File: src/hwtp_map.svh
`ifndef HWTP_MAP_SVH
`define HWTP_MAP_SVH
// Host byte bus addresses.
`define HWTP_ADDR_IN_LOW     20'hC0000
`define HWTP_ADDR_IN_MID     20'hC0001
`define HWTP_ADDR_IN_HIGH    20'hC0002
`define HWTP_ADDR_PEAK_LEFT  20'hC0003
`define HWTP_ADDR_PEAK_RIGHT 20'hC0004
`define HWTP_ADDR_SOFT_RST   20'hC0007
`define HWTP_ADDR_OUT_LOW    20'hC0010
`define HWTP_ADDR_OUT_MID    20'hC0011
`define HWTP_ADDR_OUT_HIGH   20'hC0012
`define HWTP_ADDR_PAIR0      20'hC0015
`define HWTP_ADDR_PAIR1      20'hC0016
`define HWTP_ADDR_PAIR2      20'hC0017
// Parallel bus addresses.
`define HWTP_PAR_MAIN_LEFT   5'h18
`define HWTP_PAR_MAIN_RIGHT  5'h19
`define HWTP_PAR_IN_LEFT     5'h1C
`define HWTP_PAR_IN_RIGHT    5'h1D
`define HWTP_PAR_TO_INBOX    5'h1E
`define HWTP_PAR_FROM_OUTBOX 5'h1F
// Field positions and reset values.
`define HWTP_SIGN_BIT        23
`define HWTP_PEAK_MSB        22
`define HWTP_PEAK_LSB        15
`define HWTP_PEAK_RESET      8'h00
`define HWTP_WORD_RESET      24'h000000
`endif

File: src/hwtp_pkg.sv
package hwtp_pkg;
    // Host byte bus request.
    typedef struct packed {
        logic [19:0] addr;
        logic [7:0]  wdata;
        logic        rd;
        logic        wr;
    } hwtp_host_req_t;
    // Parallel bus request as seen by the target.
    typedef struct packed {
        logic [4:0]  addr;
        logic [23:0] wdata;
        logic        read_n;
        logic        write_n;
    } hwtp_par_req_t;
    // Peak channel selector.
    typedef enum logic [1:0] {
        HWTP_CH_LEFT  = 2'b01,
        HWTP_CH_RIGHT = 2'b10
    } hwtp_chan_t;
endpackage

File: src/hwtp_top.sv
`timescale 1ns/10ps
`include "hwtp_map.svh"
// Summary of operation
// - Host writes three bytes into outbox word.
// - Bus read at 1F returns outbox word.
// - Bus write at 1E captures inbox word.
// - Host reads inbox word one byte each.
// - Host writes strobe three pair control loads.
// - Host read of reset address fires reset.
// - Two addresses return right and left peaks.
// - Compare only positive samples, sign clear.
// - Compared byte is word bits 22 to 15.
// - Larger positive byte replaces stored peak.
// - Peak read returns byte and clears hold.
// - Select low watches converter input reads.
// - Select high watches main output writes.
// - Bus has 24 data, 5 address, strobes.
// - Device never drives bus address or strobes.
module hwtp_top (
    // Clock, reset and enable.
    input  wire logic                    clk_sys,
    input  wire logic                    sys_rst,
    input  wire logic                    clk_en,
    // Host byte bus.
    input  wire hwtp_pkg::hwtp_host_req_t host_req,
    output logic [7:0]                   host_rdata,
    output logic                         host_rvalid,
    // Slave pair control strobes and data, and soft reset.
    output logic                         pair0_ctrl_write_n,
    output logic                         pair1_ctrl_write_n,
    output logic                         pair2_ctrl_write_n,
    output logic [7:0]                   pair_ctrl_data,
    output logic                         system_soft_reset_n,
    // Parallel bus target.
    input  wire hwtp_pkg::hwtp_par_req_t par_req,
    output logic [23:0]                  par_bus_data_out,
    output logic                         par_bus_data_oe_n,
    // Peak source and word clock.
    input  wire logic                    peak_source_select,
    input  wire logic                    sample_word_clock,
    output logic                         word_clock_seen
);
    import hwtp_pkg::*;

    ////////////////////////////////////////////////////////////////////////////////
    // Host address decode.
    ////////////////////////////////////////////////////////////////////////////////

    // Matches one kind of host access at one address.
    function automatic logic host_hit(input hwtp_host_req_t req,
                                      input logic           want_rd,
                                      input logic [19:0]    at);
        return (want_rd ? req.rd : req.wr) && req.addr == at;
    endfunction

    // Each strobe is a decoded host access in the current cycle.
    wire hit_out_low   = host_hit(host_req, 1'b0, `HWTP_ADDR_OUT_LOW);
    wire hit_out_mid   = host_hit(host_req, 1'b0, `HWTP_ADDR_OUT_MID);
    wire hit_out_high  = host_hit(host_req, 1'b0, `HWTP_ADDR_OUT_HIGH);
    wire hit_pair0     = host_hit(host_req, 1'b0, `HWTP_ADDR_PAIR0);
    wire hit_pair1     = host_hit(host_req, 1'b0, `HWTP_ADDR_PAIR1);
    wire hit_pair2     = host_hit(host_req, 1'b0, `HWTP_ADDR_PAIR2);
    wire hit_in_low    = host_hit(host_req, 1'b1, `HWTP_ADDR_IN_LOW);
    wire hit_in_mid    = host_hit(host_req, 1'b1, `HWTP_ADDR_IN_MID);
    wire hit_in_high   = host_hit(host_req, 1'b1, `HWTP_ADDR_IN_HIGH);
    wire hit_peak_left = host_hit(host_req, 1'b1, `HWTP_ADDR_PEAK_LEFT);
    wire hit_peak_rght = host_hit(host_req, 1'b1, `HWTP_ADDR_PEAK_RIGHT);
    wire hit_soft_rst  = host_hit(host_req, 1'b1, `HWTP_ADDR_SOFT_RST);

    ////////////////////////////////////////////////////////////////////////////////
    // Parallel bus decode.
    ////////////////////////////////////////////////////////////////////////////////

    // Read and write strobes are active low; the device only listens to them.
    wire par_rd        = !par_req.read_n;
    wire par_wr        = !par_req.write_n;
    wire outbox_to_bus = par_rd && par_req.addr == `HWTP_PAR_FROM_OUTBOX;
    wire bus_to_inbox  = par_wr && par_req.addr == `HWTP_PAR_TO_INBOX;
    wire left_in_rd    = par_rd && par_req.addr == `HWTP_PAR_IN_LEFT;
    wire right_in_rd   = par_rd && par_req.addr == `HWTP_PAR_IN_RIGHT;
    wire left_main_wr  = par_wr && par_req.addr == `HWTP_PAR_MAIN_LEFT;
    wire right_main_wr = par_wr && par_req.addr == `HWTP_PAR_MAIN_RIGHT;

    // Source select picks input reads or main output writes.
    wire mon_left  = peak_source_select ? left_main_wr  : left_in_rd;
    wire mon_right = peak_source_select ? right_main_wr : right_in_rd;

    // Positive samples only; the compared byte sits below the sign bit.
    wire       sample_pos  = !par_req.wdata[`HWTP_SIGN_BIT];
    wire [7:0] sample_byte = par_req.wdata[`HWTP_PEAK_MSB:`HWTP_PEAK_LSB];

    ////////////////////////////////////////////////////////////////////////////////
    // Storage.
    ////////////////////////////////////////////////////////////////////////////////

    logic [23:0] outbox_q;
    logic [23:0] inbox_q;
    logic [7:0]  peak_left_q;
    logic [7:0]  peak_right_q;
    logic        soft_rst_q;
    logic        wc_meta_q;
    logic        wc_sync_q;

    // Peak update decision, shared by both channels.
    // A larger sample in the cycle of a read clear wins, so no peak is lost.
    function automatic logic [7:0] peak_next(input logic [7:0] held,
                                             input logic       watch,
                                             input logic       clear);
        logic [7:0] r;
        r = held;
        if (watch && sample_pos && sample_byte > held) begin
            r = sample_byte;
        end else if (clear) begin
            r = `HWTP_PEAK_RESET;
        end
        return r;
    endfunction

    wire [7:0] peak_left_d  = peak_next(peak_left_q, mon_left, hit_peak_left);
    wire [7:0] peak_right_d = peak_next(peak_right_q, mon_right, hit_peak_rght);

    // Read data selection; unmapped reads and the soft reset read return zero.
    wire [7:0] host_rdata_d = hit_in_low    ? inbox_q[7:0]   :
                              hit_in_mid    ? inbox_q[15:8]  :
                              hit_in_high   ? inbox_q[23:16] :
                              hit_peak_left ? peak_left_q    :
                              hit_peak_rght ? peak_right_q   :
                              8'h00;

    // Outbox bytes from the host, inbox word from the bus.
    always_ff @(posedge clk_sys or posedge sys_rst) begin
        if (sys_rst) begin
            outbox_q <= `HWTP_WORD_RESET;
            inbox_q  <= `HWTP_WORD_RESET;
        end else if (clk_en) begin
            if (hit_out_low)  outbox_q[7:0]   <= host_req.wdata;
            if (hit_out_mid)  outbox_q[15:8]  <= host_req.wdata;
            if (hit_out_high) outbox_q[23:16] <= host_req.wdata;
            if (bus_to_inbox) inbox_q <= par_req.wdata;
        end
    end

    // Peak holds; a soft reset also zeroes them.
    always_ff @(posedge clk_sys or posedge sys_rst) begin
        if (sys_rst) begin
            peak_left_q  <= `HWTP_PEAK_RESET;
            peak_right_q <= `HWTP_PEAK_RESET;
        end else if (clk_en) begin
            if (soft_rst_q) begin
                peak_left_q  <= `HWTP_PEAK_RESET;
                peak_right_q <= `HWTP_PEAK_RESET;
            end else begin
                peak_left_q  <= peak_left_d;
                peak_right_q <= peak_right_d;
            end
        end
    end

    // Host read data, strobes and soft reset pulse, all registered.
    always_ff @(posedge clk_sys or posedge sys_rst) begin
        if (sys_rst) begin
            host_rdata          <= 8'h00;
            host_rvalid         <= 1'b0;
            pair0_ctrl_write_n  <= 1'b1;
            pair1_ctrl_write_n  <= 1'b1;
            pair2_ctrl_write_n  <= 1'b1;
            pair_ctrl_data      <= 8'h00;
            soft_rst_q          <= 1'b0;
        end else if (clk_en) begin
            host_rvalid        <= host_req.rd && !hit_soft_rst;
            soft_rst_q         <= hit_soft_rst;
            pair0_ctrl_write_n <= !hit_pair0;
            pair1_ctrl_write_n <= !hit_pair1;
            pair2_ctrl_write_n <= !hit_pair2;
            if (host_req.wr) pair_ctrl_data <= host_req.wdata;
            if (host_req.rd) host_rdata <= host_rdata_d;
        end
    end

    // The pulse lasts one cycle and leaves both transfer registers untouched.
    assign system_soft_reset_n = !soft_rst_q;

    // Outbox drive onto the bus, registered; enable low while driving.
    always_ff @(posedge clk_sys or posedge sys_rst) begin
        if (sys_rst) begin
            par_bus_data_out  <= `HWTP_WORD_RESET;
            par_bus_data_oe_n <= 1'b1;
        end else if (clk_en) begin
            par_bus_data_out  <= outbox_q;
            par_bus_data_oe_n <= !outbox_to_bus;
        end
    end

    // Word clock synchroniser for host polling.
    // Two stages keep the polled value two clean samples behind the pin.
    always_ff @(posedge clk_sys or posedge sys_rst) begin
        if (sys_rst) begin
            wc_meta_q <= 1'b0;
            wc_sync_q <= 1'b0;
        end else if (clk_en) begin
            wc_meta_q <= sample_word_clock;
            wc_sync_q <= wc_meta_q;
        end
    end
    assign word_clock_seen = wc_sync_q;

    ////////////////////////////////////////////////////////////////////////////////
    // Assertions.
    ////////////////////////////////////////////////////////////////////////////////

    a_outbox_low_load: assert property (@(posedge clk_sys) disable iff (sys_rst)
        clk_en && hit_out_low |=> outbox_q[7:0] == $past(host_req.wdata))
        else $error("outbox low byte not loaded");
    a_outbox_drive: assert property (@(posedge clk_sys) disable iff (sys_rst)
        clk_en && outbox_to_bus |=> !par_bus_data_oe_n && par_bus_data_out == $past(outbox_q))
        else $error("outbox not driven on bus read");
    a_inbox_capture: assert property (@(posedge clk_sys) disable iff (sys_rst)
        clk_en && bus_to_inbox |=> inbox_q == $past(par_req.wdata))
        else $error("inbox word not captured");
    a_inbox_high_read: assert property (@(posedge clk_sys) disable iff (sys_rst)
        clk_en && hit_in_high |=> host_rvalid && host_rdata == $past(inbox_q[23:16]))
        else $error("inbox high byte wrong");
    a_pair_strobe: assert property (@(posedge clk_sys) disable iff (sys_rst)
        clk_en && hit_pair1 |=> !pair1_ctrl_write_n && pair0_ctrl_write_n)
        else $error("pair one strobe wrong");
    a_soft_reset_pulse: assert property (@(posedge clk_sys) disable iff (sys_rst)
        clk_en && hit_soft_rst |=> !system_soft_reset_n && !host_rvalid)
        else $error("soft reset not generated");
    a_peak_negative: assert property (@(posedge clk_sys) disable iff (sys_rst)
        clk_en && !sample_pos && !hit_peak_left && !soft_rst_q
        |=> peak_left_q == $past(peak_left_q))
        else $error("negative sample changed peak");
    a_peak_rise: assert property (@(posedge clk_sys) disable iff (sys_rst)
        clk_en && mon_right && sample_pos && !soft_rst_q
        && par_req.wdata[22:15] > peak_right_q |=> peak_right_q == $past(par_req.wdata[22:15]))
        else $error("right peak not raised");
    a_peak_clear: assert property (@(posedge clk_sys) disable iff (sys_rst)
        clk_en && hit_peak_left && !mon_left |=> peak_left_q == 8'h00
        && host_rdata == $past(peak_left_q))
        else $error("left peak read or clear wrong");
    a_select_high: assert property (@(posedge clk_sys) disable iff (sys_rst)
        clk_en && peak_source_select && !right_main_wr && !hit_peak_rght && !soft_rst_q
        |=> peak_right_q == $past(peak_right_q))
        else $error("right peak moved without a main output write");

    // Transfer register and host read checks; all read state one cycle late.
    a_outbox_mid_load: assert property (@(posedge clk_sys) disable iff (sys_rst)
        clk_en && hit_out_mid |=> outbox_q[15:8] == $past(host_req.wdata))
        else $error("outbox middle byte not loaded");
    a_outbox_high_load: assert property (@(posedge clk_sys) disable iff (sys_rst)
        clk_en && hit_out_high |=> outbox_q[23:16] == $past(host_req.wdata))
        else $error("outbox high byte not loaded");
    a_outbox_hold: assert property (@(posedge clk_sys) disable iff (sys_rst)
        clk_en && !host_req.wr |=> outbox_q == $past(outbox_q))
        else $error("outbox changed without a host write");
    a_drive_idle: assert property (@(posedge clk_sys) disable iff (sys_rst)
        clk_en && !outbox_to_bus |=> par_bus_data_oe_n)
        else $error("bus driven without an outbox read");
    a_drive_data: assert property (@(posedge clk_sys) disable iff (sys_rst)
        clk_en |=> par_bus_data_out == $past(outbox_q))
        else $error("bus data differs from outbox");
    a_inbox_hold: assert property (@(posedge clk_sys) disable iff (sys_rst)
        clk_en && !bus_to_inbox |=> inbox_q == $past(inbox_q))
        else $error("inbox changed without a bus write");
    a_inbox_mid_read: assert property (@(posedge clk_sys) disable iff (sys_rst)
        clk_en && hit_in_mid |=> host_rvalid && host_rdata == $past(inbox_q[15:8]))
        else $error("inbox middle byte wrong");
    a_inbox_low_read: assert property (@(posedge clk_sys) disable iff (sys_rst)
        clk_en && hit_in_low |=> host_rvalid && host_rdata == $past(inbox_q[7:0]))
        else $error("inbox low byte wrong");
    a_read_valid: assert property (@(posedge clk_sys) disable iff (sys_rst)
        clk_en && !host_req.rd |=> !host_rvalid)
        else $error("read valid without a read");
    a_in_read_valid: assert property (@(posedge clk_sys) disable iff (sys_rst)
        clk_en && host_req.rd && !hit_soft_rst |=> host_rvalid)
        else $error("read valid missing");
    a_rdata_hold: assert property (@(posedge clk_sys) disable iff (sys_rst)
        clk_en && !host_req.rd |=> host_rdata == $past(host_rdata))
        else $error("read data changed without a read");
    a_unmapped_read_zero: assert property (@(posedge clk_sys) disable iff (sys_rst)
        clk_en && host_req.rd && !hit_in_low && !hit_in_mid && !hit_in_high
        && !hit_peak_left && !hit_peak_rght |=> host_rdata == 8'h00)
        else $error("unmapped read not zero");

    // Strobe and soft reset checks.
    a_pair0_strobe: assert property (@(posedge clk_sys) disable iff (sys_rst)
        clk_en && hit_pair0 |=> !pair0_ctrl_write_n && pair1_ctrl_write_n
        && pair2_ctrl_write_n && pair_ctrl_data == $past(host_req.wdata))
        else $error("pair zero strobe wrong");
    a_pair2_strobe: assert property (@(posedge clk_sys) disable iff (sys_rst)
        clk_en && hit_pair2 |=> !pair2_ctrl_write_n
        && pair0_ctrl_write_n && pair1_ctrl_write_n)
        else $error("pair two strobe wrong");
    a_pair_idle: assert property (@(posedge clk_sys) disable iff (sys_rst)
        clk_en && !hit_pair0 && !hit_pair1 && !hit_pair2
        |=> pair0_ctrl_write_n && pair1_ctrl_write_n && pair2_ctrl_write_n)
        else $error("pair strobe without its write");
    a_soft_reset_idle: assert property (@(posedge clk_sys) disable iff (sys_rst)
        clk_en && !hit_soft_rst |=> system_soft_reset_n)
        else $error("soft reset without its read");
    a_soft_reset_zero: assert property (@(posedge clk_sys) disable iff (sys_rst)
        clk_en && soft_rst_q
        |=> peak_left_q == 8'h00 && peak_right_q == 8'h00)
        else $error("soft reset left a peak");

    // Peak detector and word clock checks.
    a_peak_right_clear: assert property (@(posedge clk_sys) disable iff (sys_rst)
        clk_en && hit_peak_rght && !mon_right |=> peak_right_q == 8'h00
        && host_rdata == $past(peak_right_q))
        else $error("right peak read or clear wrong");
    a_peak_left_rise: assert property (@(posedge clk_sys) disable iff (sys_rst)
        clk_en && mon_left && sample_pos && !soft_rst_q
        && par_req.wdata[22:15] > peak_left_q |=> peak_left_q == $past(par_req.wdata[22:15]))
        else $error("left peak not raised");
    a_peak_keep_small: assert property (@(posedge clk_sys) disable iff (sys_rst)
        clk_en && mon_left && sample_byte <= peak_left_q && !hit_peak_left && !soft_rst_q
        |=> peak_left_q == $past(peak_left_q))
        else $error("left peak moved on a smaller sample");
    a_peak_right_small: assert property (@(posedge clk_sys) disable iff (sys_rst)
        clk_en && mon_right && sample_byte <= peak_right_q && !hit_peak_rght && !soft_rst_q
        |=> peak_right_q == $past(peak_right_q))
        else $error("right peak moved on a smaller sample");
    a_peak_right_neg: assert property (@(posedge clk_sys) disable iff (sys_rst)
        clk_en && !sample_pos && !hit_peak_rght && !soft_rst_q
        |=> peak_right_q == $past(peak_right_q))
        else $error("negative sample changed right peak");
    a_select_low: assert property (@(posedge clk_sys) disable iff (sys_rst)
        clk_en && !peak_source_select && !left_in_rd && !hit_peak_left && !soft_rst_q
        |=> peak_left_q == $past(peak_left_q))
        else $error("left peak moved without an input read");
    a_right_select_low: assert property (@(posedge clk_sys) disable iff (sys_rst)
        clk_en && !peak_source_select && !right_in_rd && !hit_peak_rght && !soft_rst_q
        |=> peak_right_q == $past(peak_right_q))
        else $error("right peak moved without an input read");
    a_left_select_high: assert property (@(posedge clk_sys) disable iff (sys_rst)
        clk_en && peak_source_select && !left_main_wr && !hit_peak_left && !soft_rst_q
        |=> peak_left_q == $past(peak_left_q))
        else $error("left peak moved without a main output write");
    a_word_clock_sync: assert property (@(posedge clk_sys) disable iff (sys_rst)
        clk_en ##1 clk_en |=> word_clock_seen == $past(sample_word_clock, 2))
        else $error("word clock not passed through");
endmodule

File: config.mk
export PLATFORM = sky130hd
export DESIGN_NAME = hwtp_top
export DESIGN_NICKNAME = d
export VERILOG_FILES = /design/src/hwtp_pkg.sv /design/src/hwtp_top.sv
export VERILOG_INCLUDE_DIRS = /design/src
export SDC_FILE = /design/constraint.sdc
export NUM_CORES = 1
export LEC_CHECK = 0
export ABC_AREA = 0
export ABC_CLOCK_PERIOD_IN_PS = 7400
export BUFFER_PORTS_ARGS = -buffer_cell sky130_fd_sc_hd__buf_2
export CAP_MARGIN = 20
export CORE_UTILIZATION = 55
export CTS_BUF_LIST = sky130_fd_sc_hd__clkbuf_8
export CTS_CLUSTER_SIZE = 30
export DETAILED_ROUTE_END_ITERATION = 10
export PLACE_DENSITY = 0.81
export SLEW_MARGIN = 20
export SYNTH_ARGS = -nofsm -noshare
export SYNTH_HDL_FRONTEND = slang
export SYNTH_SLANG_ARGS = --single-unit
File: constraint.sdc
create_clock -name clk_sys -period 7.4 [get_ports clk_sys]
set_input_delay 1.48 -clock clk_sys [delete_from_list [all_inputs] [get_ports clk_sys]]
set_output_delay 1.48 -clock clk_sys [all_outputs]
set_load 0.1 [all_outputs]
* After elaboration in Yosys (flattened, before gate mapping)
Cells that the tools add are included.
** Word-level totals
- Output and inout port bits :: 47
- Register bits :: 112
- Input port bits :: 66
** Operators by class
- Mux-type cells :: 13
- Equality and inequality tests :: 18
- Reduce and logical (&&, ||, !) cells :: 42
- Magnitude comparators :: 2
** Operator list (count)
- == test 20 bit, second input constant :: 12
- two-way mux 8 bit :: 11
- == test 5 bit, second input constant :: 6
- logical AND 1 bit :: 23
- > comparator 8 bit :: 2
- AND reduction 2 bit :: 8
- zero test 1 bit :: 9
- nonzero test 3 bit :: 2
- two-way mux 1 bit :: 2

* Longest topological paths before layout
Gate-level depths: netlist of the first run.
- Depth in word-level cells :: 7
- Mapped depth :: 9
- Depth with buffers taken out :: 8

* Worst setup path before layout of the first run
OpenSTA, ideal clock, no wires.
- Kind :: input to register
- From :: input port host_req[18] in the netlist's numbering
- To :: register outbox_q[0]
- Arrival time :: 3.246 ns
- Buffers on the path :: 0
- Setup time :: 0.125 ns
- Stages on the path :: 6
- Setup slack :: 4.029 ns
- Cells stage by stage :: or4_1 > nor3_2 > nand4_1 > nor4_2 > nor3b_4 > mux2_2
** Between the ends
- Cells in the longest elaborated chain, start to end :: 3
** Ends and longest elaborated chain
- start: declaration :: RTL line hwtp_top.sv:25 : input wire hwtp_pkg::hwtp_host_req_t host_req,
- == test 20 bit :: RTL line hwtp_top.sv:53 : return (want_rd ? req.rd : req.wr) && req.addr == at;
- logical AND 1 bit :: RTL line hwtp_top.sv:53
- AND reduction 2 bit (no source line)
- end signal: assignment :: RTL line hwtp_top.sv:133 : outbox_q <= `HWTP_WORD_RESET;
- end signal: assignment :: RTL line hwtp_top.sv:136 : if (hit_out_low) outbox_q[7:0] <= host_req.wdata;
- end: declaration :: RTL line hwtp_top.sv:96 : logic [23:0] outbox_q;
Every way passes these cells.
A chain may end at the register's enable or synchronous reset.

* Worst setup path in the final report of the first run
- From :: input port host_req[18] in the netlist's numbering
- To :: register peak_left_q[5]
** Between the ends
- Cells in the longest elaborated chain, start to end :: 4
** Ends and longest elaborated chain
- == test 20 bit :: RTL line hwtp_top.sv:53
- logical AND 1 bit :: RTL line hwtp_top.sv:53
- nonzero test 3 bit (no source line)
- AND reduction 2 bit (no source line)
- end signal: assignment :: RTL line hwtp_top.sv:146 : peak_left_q <= `HWTP_PEAK_RESET;
- end signal: assignment :: RTL line hwtp_top.sv:150 : peak_left_q <= `HWTP_PEAK_RESET;
- end signal: assignment :: RTL line hwtp_top.sv:153 : peak_left_q <= peak_left_d;
- end: declaration :: RTL line hwtp_top.sv:98 : logic [7:0] peak_left_q;
Every way passes these cells.

==> flow_metrics.tcl, run 1 <==
set metrics [dict create \
    worstPathCellList "buf_2, or4_1, nor3_2, nand4_1, o21ai_0, o21ai_1, a22o_1" \
    p_per_area_nw_per_um2 206.1 \
    skew_ns 0.01909 \
    cts_resized 0 \
    drv_slew 0 \
    grt_use_total_pct 25.06 \
    grtUsageMet1_pct 33.06 \
    startpoint_type "input pin" \
    placeableCoreArea_um2 8848 \
    p_int_uw 841.2 \
    grt_max_degree 66 \
    crit_path_max_fanout 17 \
    clk_pin_slew_ns 0.12 \
    yosysTopAreaCellShare_pct 53.03 \
    die_h_um 98.26 \
    ys_seq_area_share_pct 55.09 \
    flow.area_growth_from_synthesis_pct 16.45 \
    reg2reg_depth 8 \
    crit_type "in2reg" \
    io_pins 113 \
    hold_violations 0 \
    synthesis.nets 483 \
    irDropWorstVdd_uv 202.5 \
    grt_pass1_vias 3733 \
    relSlewSlack_pct 30.71 \
    ys.flop_type "dfrtp_1" \
    cp-endpoint "peak_left_q[5]$_DFFE_PP0P_" \
    numCtsBuffers 9 \
    cpMaxStageDelayCell "nand4_1" \
    drc_errors 2 \
    overflow 0 \
    first_pass_iters 9 \
    switching_share_pct 31.23 \
    async_reset_ff_share_pct 100.0 \
    ys_warn_count 0 \
    violations "design-rule violations" \
    setup_slack_ns 3.728 \
    clock.fmax_mhz 272.4 \
    r2r-end "peak_right_q[6]$_DFFE_PP0P_" \
    finalCritPeriodShare_pct 49.62 \
    register_area_um2 2808 \
    cts_sinks 112 \
    grt_setup_unrepaired "no" \
    die-area_um2 9655 \
    status "complete, but fails checks" \
    final_common_cell "buf_2" \
    cp_data_arrival_time_ns 3.96 \
    pwr-share-comb_pct 15.1 \
    synth_cell_types 43 \
    grt_pass1_wl_um 18540 \
    mostFrequentLayoutCells "buf_2, dfrtp_1, mux2_2" \
    h-tree-depth 3 \
    fin_area_um2 5934 \
    num_rows 34 \
    grtUsageMet3_pct 5.297 \
    start_util_pct 57.59 \
    via_count 3668 \
    drive_gt1_share_pct 42.75 \
    seqPwrFrac_pct 54.4 \
    syn_area_per_cell_um2 12.71 \
    critPathMaxStageDelay_ns 0.65 \
    drt-initial-drc-count 153 \
    synth-edff-count 0 \
    r2r_slack_ns 5.14 \
    dpl_cell_area_um2 5724 \
    critPathCaptureType "flip-flop" \
    totalNegativeSetupSlack_ns 0 \
    antenna_found_initial 0 \
    hold_slack_ns 0.4937 \
    place.gp.congestion 0.8616 \
    reg2reg_from "peak_right_q[1]$_DFFE_PP0P_" \
    leakage_nw 2.991 \
    power_mw 1.223 \
    die_w_um 98.26 \
    port_buffers 112 \
    grt.busiest_layer "met2" \
    cts-root-buf "clkbuf_8" \
    max-clock-path-buffers 2 \
    crit_start "host_req[18]" \
    crit_cells 7 \
    min_path_type "reg2reg" \
    vias_per_cell 5.935 \
    p_clk_share_pct 30.5 \
    crit_family "simple AND/OR/NAND/NOR gates" \
    use_met2_pct 41.55 \
    setup_violations 0 \
    ctsHoldBuffers 0 \
    postCtsSetupBuffers 0 \
    wirelength_um 11410 \
    post-dp-hpwl_um 8465 \
    wl_per_cell_um 18.46 \
    ys_ff_latch 112 \
    place_ws_ns 3.329 \
    min_period_ns 3.672 \
    fillCellCount 685 \
    synth_top_area_cell "dfrtp_1" \
    ys_top_cells_by_area "dfrtp_1, mux2_2, ha_1" \
    worst_slew_pin_slew_ns 1.039 \
    synthesis.area_um2 5096 \
    multiInputGateArea_um2 2132 \
    syn_inst 401 \
    worstSkewPairLatency_ns 0.39 \
    diodes 0 \
    switchingPower_uw 382.0 \
    nets 587 \
    maxCapViolCount 0 \
    critPathRequiredTime_ns 7.69 \
    crit_buf_inv 1 \
    antenna_left 0 \
    cts_tree "yes" \
]
[per-layer routing]
layer  vias to the layer above  part of all wire, %
met5                         -                    0
li1                       1680                    -
met3                        12                  5.3
met2                       116                   50
met4                         0                  1.1
met1                      1860                   43
[cell families after synthesis]
kind of cell	share of synthesized area [%]
AOI/OAI and AO/OA	11.15
adders and majority gates	3.928
buffers and inverters	3.069
DFF	55.09
muxes	19.47
and+or+nand+nor	7.292
[power by group through the flow]
stage               logic [mW]  clock network (mW)  registers, mW
floorplan               0.0774                   0          0.727
global placement         0.179                   0          0.675
detailed placement       0.185                   0          0.677
CTS                      0.186               0.377          0.665
global route             0.200               0.398          0.669
finish                   0.184               0.373          0.666
[worst min-delay path by stage]
stage,slack [ns],startpoint,endpoint,cells after the start
floorplan,0.45,outbox_q[4]$_DFFE_PP0P_,outbox_q[4]$_DFFE_PP0P_,1
global placement,0.46,outbox_q[7]$_DFFE_PP0P_,outbox_q[7]$_DFFE_PP0P_,1
detailed placement,0.47,outbox_q[7]$_DFFE_PP0P_,outbox_q[7]$_DFFE_PP0P_,1
CTS,0.50,outbox_q[7]$_DFFE_PP0P_,outbox_q[7]$_DFFE_PP0P_,1
global route,0.52,pair0_ctrl_write_n$_DFFE_PP1P_,pair0_ctrl_write_n$_DFFE_PP1P_,2
finish,0.49,outbox_q[7]$_DFFE_PP0P_,outbox_q[7]$_DFFE_PP0P_,1
[through the flow]
stage,instances,util [%]
floorplan,401,-
global placement,602,64.69
detailed placement,602,64.69
CTS,618,67.07
global route,618,67.07
finish,618,67.07
[registers in the layout, indices dropped and copies added, names as in the netlist, 8 cells and up]
signal            cells
host_rdata            8
inbox_q              24
outbox_q             24
peak_left_q           8
par_bus_data_out     24
peak_right_q          8
pair_ctrl_data        8
[layout make-up]
type	instances	share of cell area (%)
clock buffers	9	2.087
flip-flops and latches	112	47.31
inverters	21	1.370
well taps	108	2.277
repair buffers	113	9.572
multi-input cells	248	35.93
clock inverters	7	1.455
[Yosys cell counts, types with 2 or more instances]
cell type and n:
dfrtp_1 108, mux2_2 79, a21oi_1 24, inv_1 21, a22o_1 16, ha_1 16, clkbuf_1 14, nand2_1 14
nor2_1 9, mux2i_1 8, o22a_1 8, o22ai_1 8, o31ai_1 8, nand3_1 6, nand4_1 6, o21ai_0 6
buf_1 4, dfstp_2 4, and2_1 3, and3_1 3, nor2b_1 3, o211ai_1 3, or4_1 3, a21boi_0 2
and4_1 2, buf_2 2, mux2_1 2, nand2b_1 2, nor3b_1 2, o31a_1 2
Note: power is estimated with default switching activity, not from simulation.
==> inputs of run 2 (changes only) <==
ABC_AREA = 1   (was 0)
ABC_CLOCK_PERIOD_IN_PS = 3600   (was 7400)
PLACE_DENSITY = 0.8   (was 0.81)
clock period = 3.6 ns   (was 7.4 ns; I/O delays follow)
==> flow_metrics.tcl, run 2 <==
set metrics [dict create \
    nets 837 \
    reg_top3 "inbox_q: 24 flops, outbox_q: 24 flops, par_bus_data_out: 24 flops" \
    synthesis.nets 730 \
    wirelength_um 13060 \
    ys_warn_count 0 \
    cts_tree "yes" \
    drc_errors 0 \
    placeableCoreArea_um2 9729 \
    ctsHoldBuffers 0 \
    ys_top_cells_by_area "dfrtp_1, nand2_1, inv_1" \
    drv_slew 0 \
    h-tree-depth 3 \
    ys_ff_latch 112 \
    die_h_um 102.0 \
    crit_cells 2 \
    irDropWorstVdd_uv 230.2 \
    numCtsBuffers 9 \
    synth_common_cells "nand2_1, dfrtp_1, inv_1, a21oi_1, nor2_1" \
    mostFrequentLayoutCells "nand2_1, buf_2, dfrtp_1" \
    yosysMostFrequentCell "nand2_1" \
    cp_data_arrival_time_ns 1.74 \
    die_w_um 102.0 \
    drt-initial-drc-count 182 \
    cts_resized 0 \
    min_path_type "in2async" \
    vias_per_cell 5.255 \
    clk_pin_slew_ns 0.11 \
    cts_sinks 112 \
    overflow 0 \
    relSlewSlack_pct 56.71 \
    grt_max_degree 113 \
    synthesis.area_um2 5503 \
    drive_gt1_share_pct 21.97 \
    totalNegativeSetupSlack_ns 0 \
    max-clock-path-buffers 2 \
    cpMaxStageDelayCell "buf_2" \
    synth_top_area_cell "dfrtp_1" \
    ys.flop_type "dfrtp_1" \
    p_per_area_nw_per_um2 399.5 \
    grt_use_total_pct 27.03 \
    critPathRequiredTime_ns 2.88 \
    grt_pass1_wl_um 21650 \
    fillCellCount 854 \
    wl_per_cell_um 14.63 \
    antenna_found_initial 0 \
    startpoint_type "flip-flop" \
    setup_violations 0 \
    async_reset_ff_share_pct 100.0 \
    worstPathCellList "inv_1, buf_2" \
    hold_slack_ns 0.4628 \
    crit_buf_inv 2 \
    ys_seq_area_share_pct 51.02 \
    maxCapViolCount 0 \
    final_common_cell "nand2_1" \
    syn_inst 648 \
    crit_family "buffers and inverters" \
    status "complete, no violations" \
    synth_cell_types 32 \
    crit_path_max_fanout 20 \
    critPathMaxStageDelay_ns 0.54 \
    flow.area_growth_from_synthesis_pct 15.85 \
    skew_ns 0.006064 \
    critPathCaptureType "primary output" \
    via_count 4693 \
    crit_type "reg2out" \
    post-dp-hpwl_um 9346 \
    num_rows 36 \
    synth-edff-count 0 \
    port_buffers 112 \
    hold_violations 0 \
    grt_setup_unrepaired "no" \
    grt_pass1_vias 4745 \
    finalCritPeriodShare_pct 68.33 \
    diodes 0 \
    start_util_pct 56.56 \
    syn_area_per_cell_um2 8.492 \
    worst_slew_pin_slew_ns 0.6478 \
    worstSkewPairLatency_ns 0.39 \
    yosysTopAreaCellShare_pct 49.11 \
    place.gp.congestion 0.8548 \
    post-route-util_pct 65.52 \
    io_pins 113 \
    die-area_um2 10410 \
    cts-root-buf "clkbuf_8" \
    leakage_nw 3.665 \
    postCtsSetupBuffers 0 \
    antenna_left 0 \
    reg2reg_depth 11 \
    clock.fmax_mhz 406.5 \
    first_pass_iters 6 \
    min_period_ns 2.460 \
]
-- run 2: worst paths after layout --
check                                                  from                          endpoint  slack (ns)
setup / recovery                     soft_rst_q$_DFFE_PP0P_               system_soft_reset_n        1.14
setup reg to reg                 peak_left_q[5]$_DFFE_PP0P_        peak_left_q[2]$_DFFE_PP0P_        1.49
hold reg to reg            par_bus_data_out[17]$_DFFE_PP0P_  par_bus_data_out[17]$_DFFE_PP0P_        0.48
max in group asynchronous                           sys_rst         host_rdata[1]$_DFFE_PP0P_        2.68
min in group clk_sys       par_bus_data_out[17]$_DFFE_PP0P_  par_bus_data_out[17]$_DFFE_PP0P_        0.48
hold / removal                                      sys_rst  par_bus_data_out[20]$_DFFE_PP0P_        0.46
-- run 2: worst reg2reg max path, cell delays in order, from the launching register on --
cell	delay, ns
dfrtp_1	0.41
inv_1	0.06
ha_1	0.29
a21oi_1	0.17
nor2_1	0.06
nor3_1	0.26
nand2_1	0.11
nand2_1	0.25
nand2_1	0.11
nand2_2	0.16
nand2_1	0.06
o21ai_0	0.09
-- run 2: metal layers --
metal  vias up  global-route usage (%)  part of all wire (%)  wire length (um)
met5         -                       0                     0                 0
met4         0                   10.11                   2.5               333
met3        30                   5.472                   5.5               724
met2       154                   46.52                    50              6466
met1      2238                   33.73                    42              5537
li1       2271                       -                     -                 -
-- run 2: final cells by class --
class | count | area (um2) | area share, %
Inverter | 82 | 311.5 | 4.887
Clock inverter | 7 | 72.57 | 1.138
Timing Repair Buffer | 117 | 610.6 | 9.578
Tap cell | 133 | 166.4 | 2.610
Sequential cell | 112 | 2808 | 44.04
Clock buffer | 9 | 123.9 | 1.943
Multi-Input combinational cell | 433 | 2282 | 35.80
-- run 2: cells by family (layout without fill, tap and decap cells) --
family | Yosys count | in the layout | synth area share [%]
simple gates | 309 | 309 | 24.92
flops | 112 | 112 | 51.02
buf+inv | 103 | 215 | 7.503
compound gates | 78 | 78 | 7.299
mux | 30 | 30 | 5.616
fa+ha+maj | 16 | 16 | 3.638
-- run 2: power by group --
part           leakage (nW)  internal (mW)  switching, mW
clock                 0.101          0.275          0.483
sequential             1.44           1.33         0.0392
combinational          2.12          0.120          0.298
total                  3.66           1.73          0.820
-- run 2: per-stage QoR --
step                std cells  area, um2  power (mW)  worst slack, ns
floorplan                 648       5507       1.677            1.185
global placement          877       6178       1.791            1.232
detailed placement        877       6178       1.811            1.143
CTS                       893       6375       2.551            1.132
global route              893       6375       2.656            1.054
finish                    893       6375       2.547            1.140
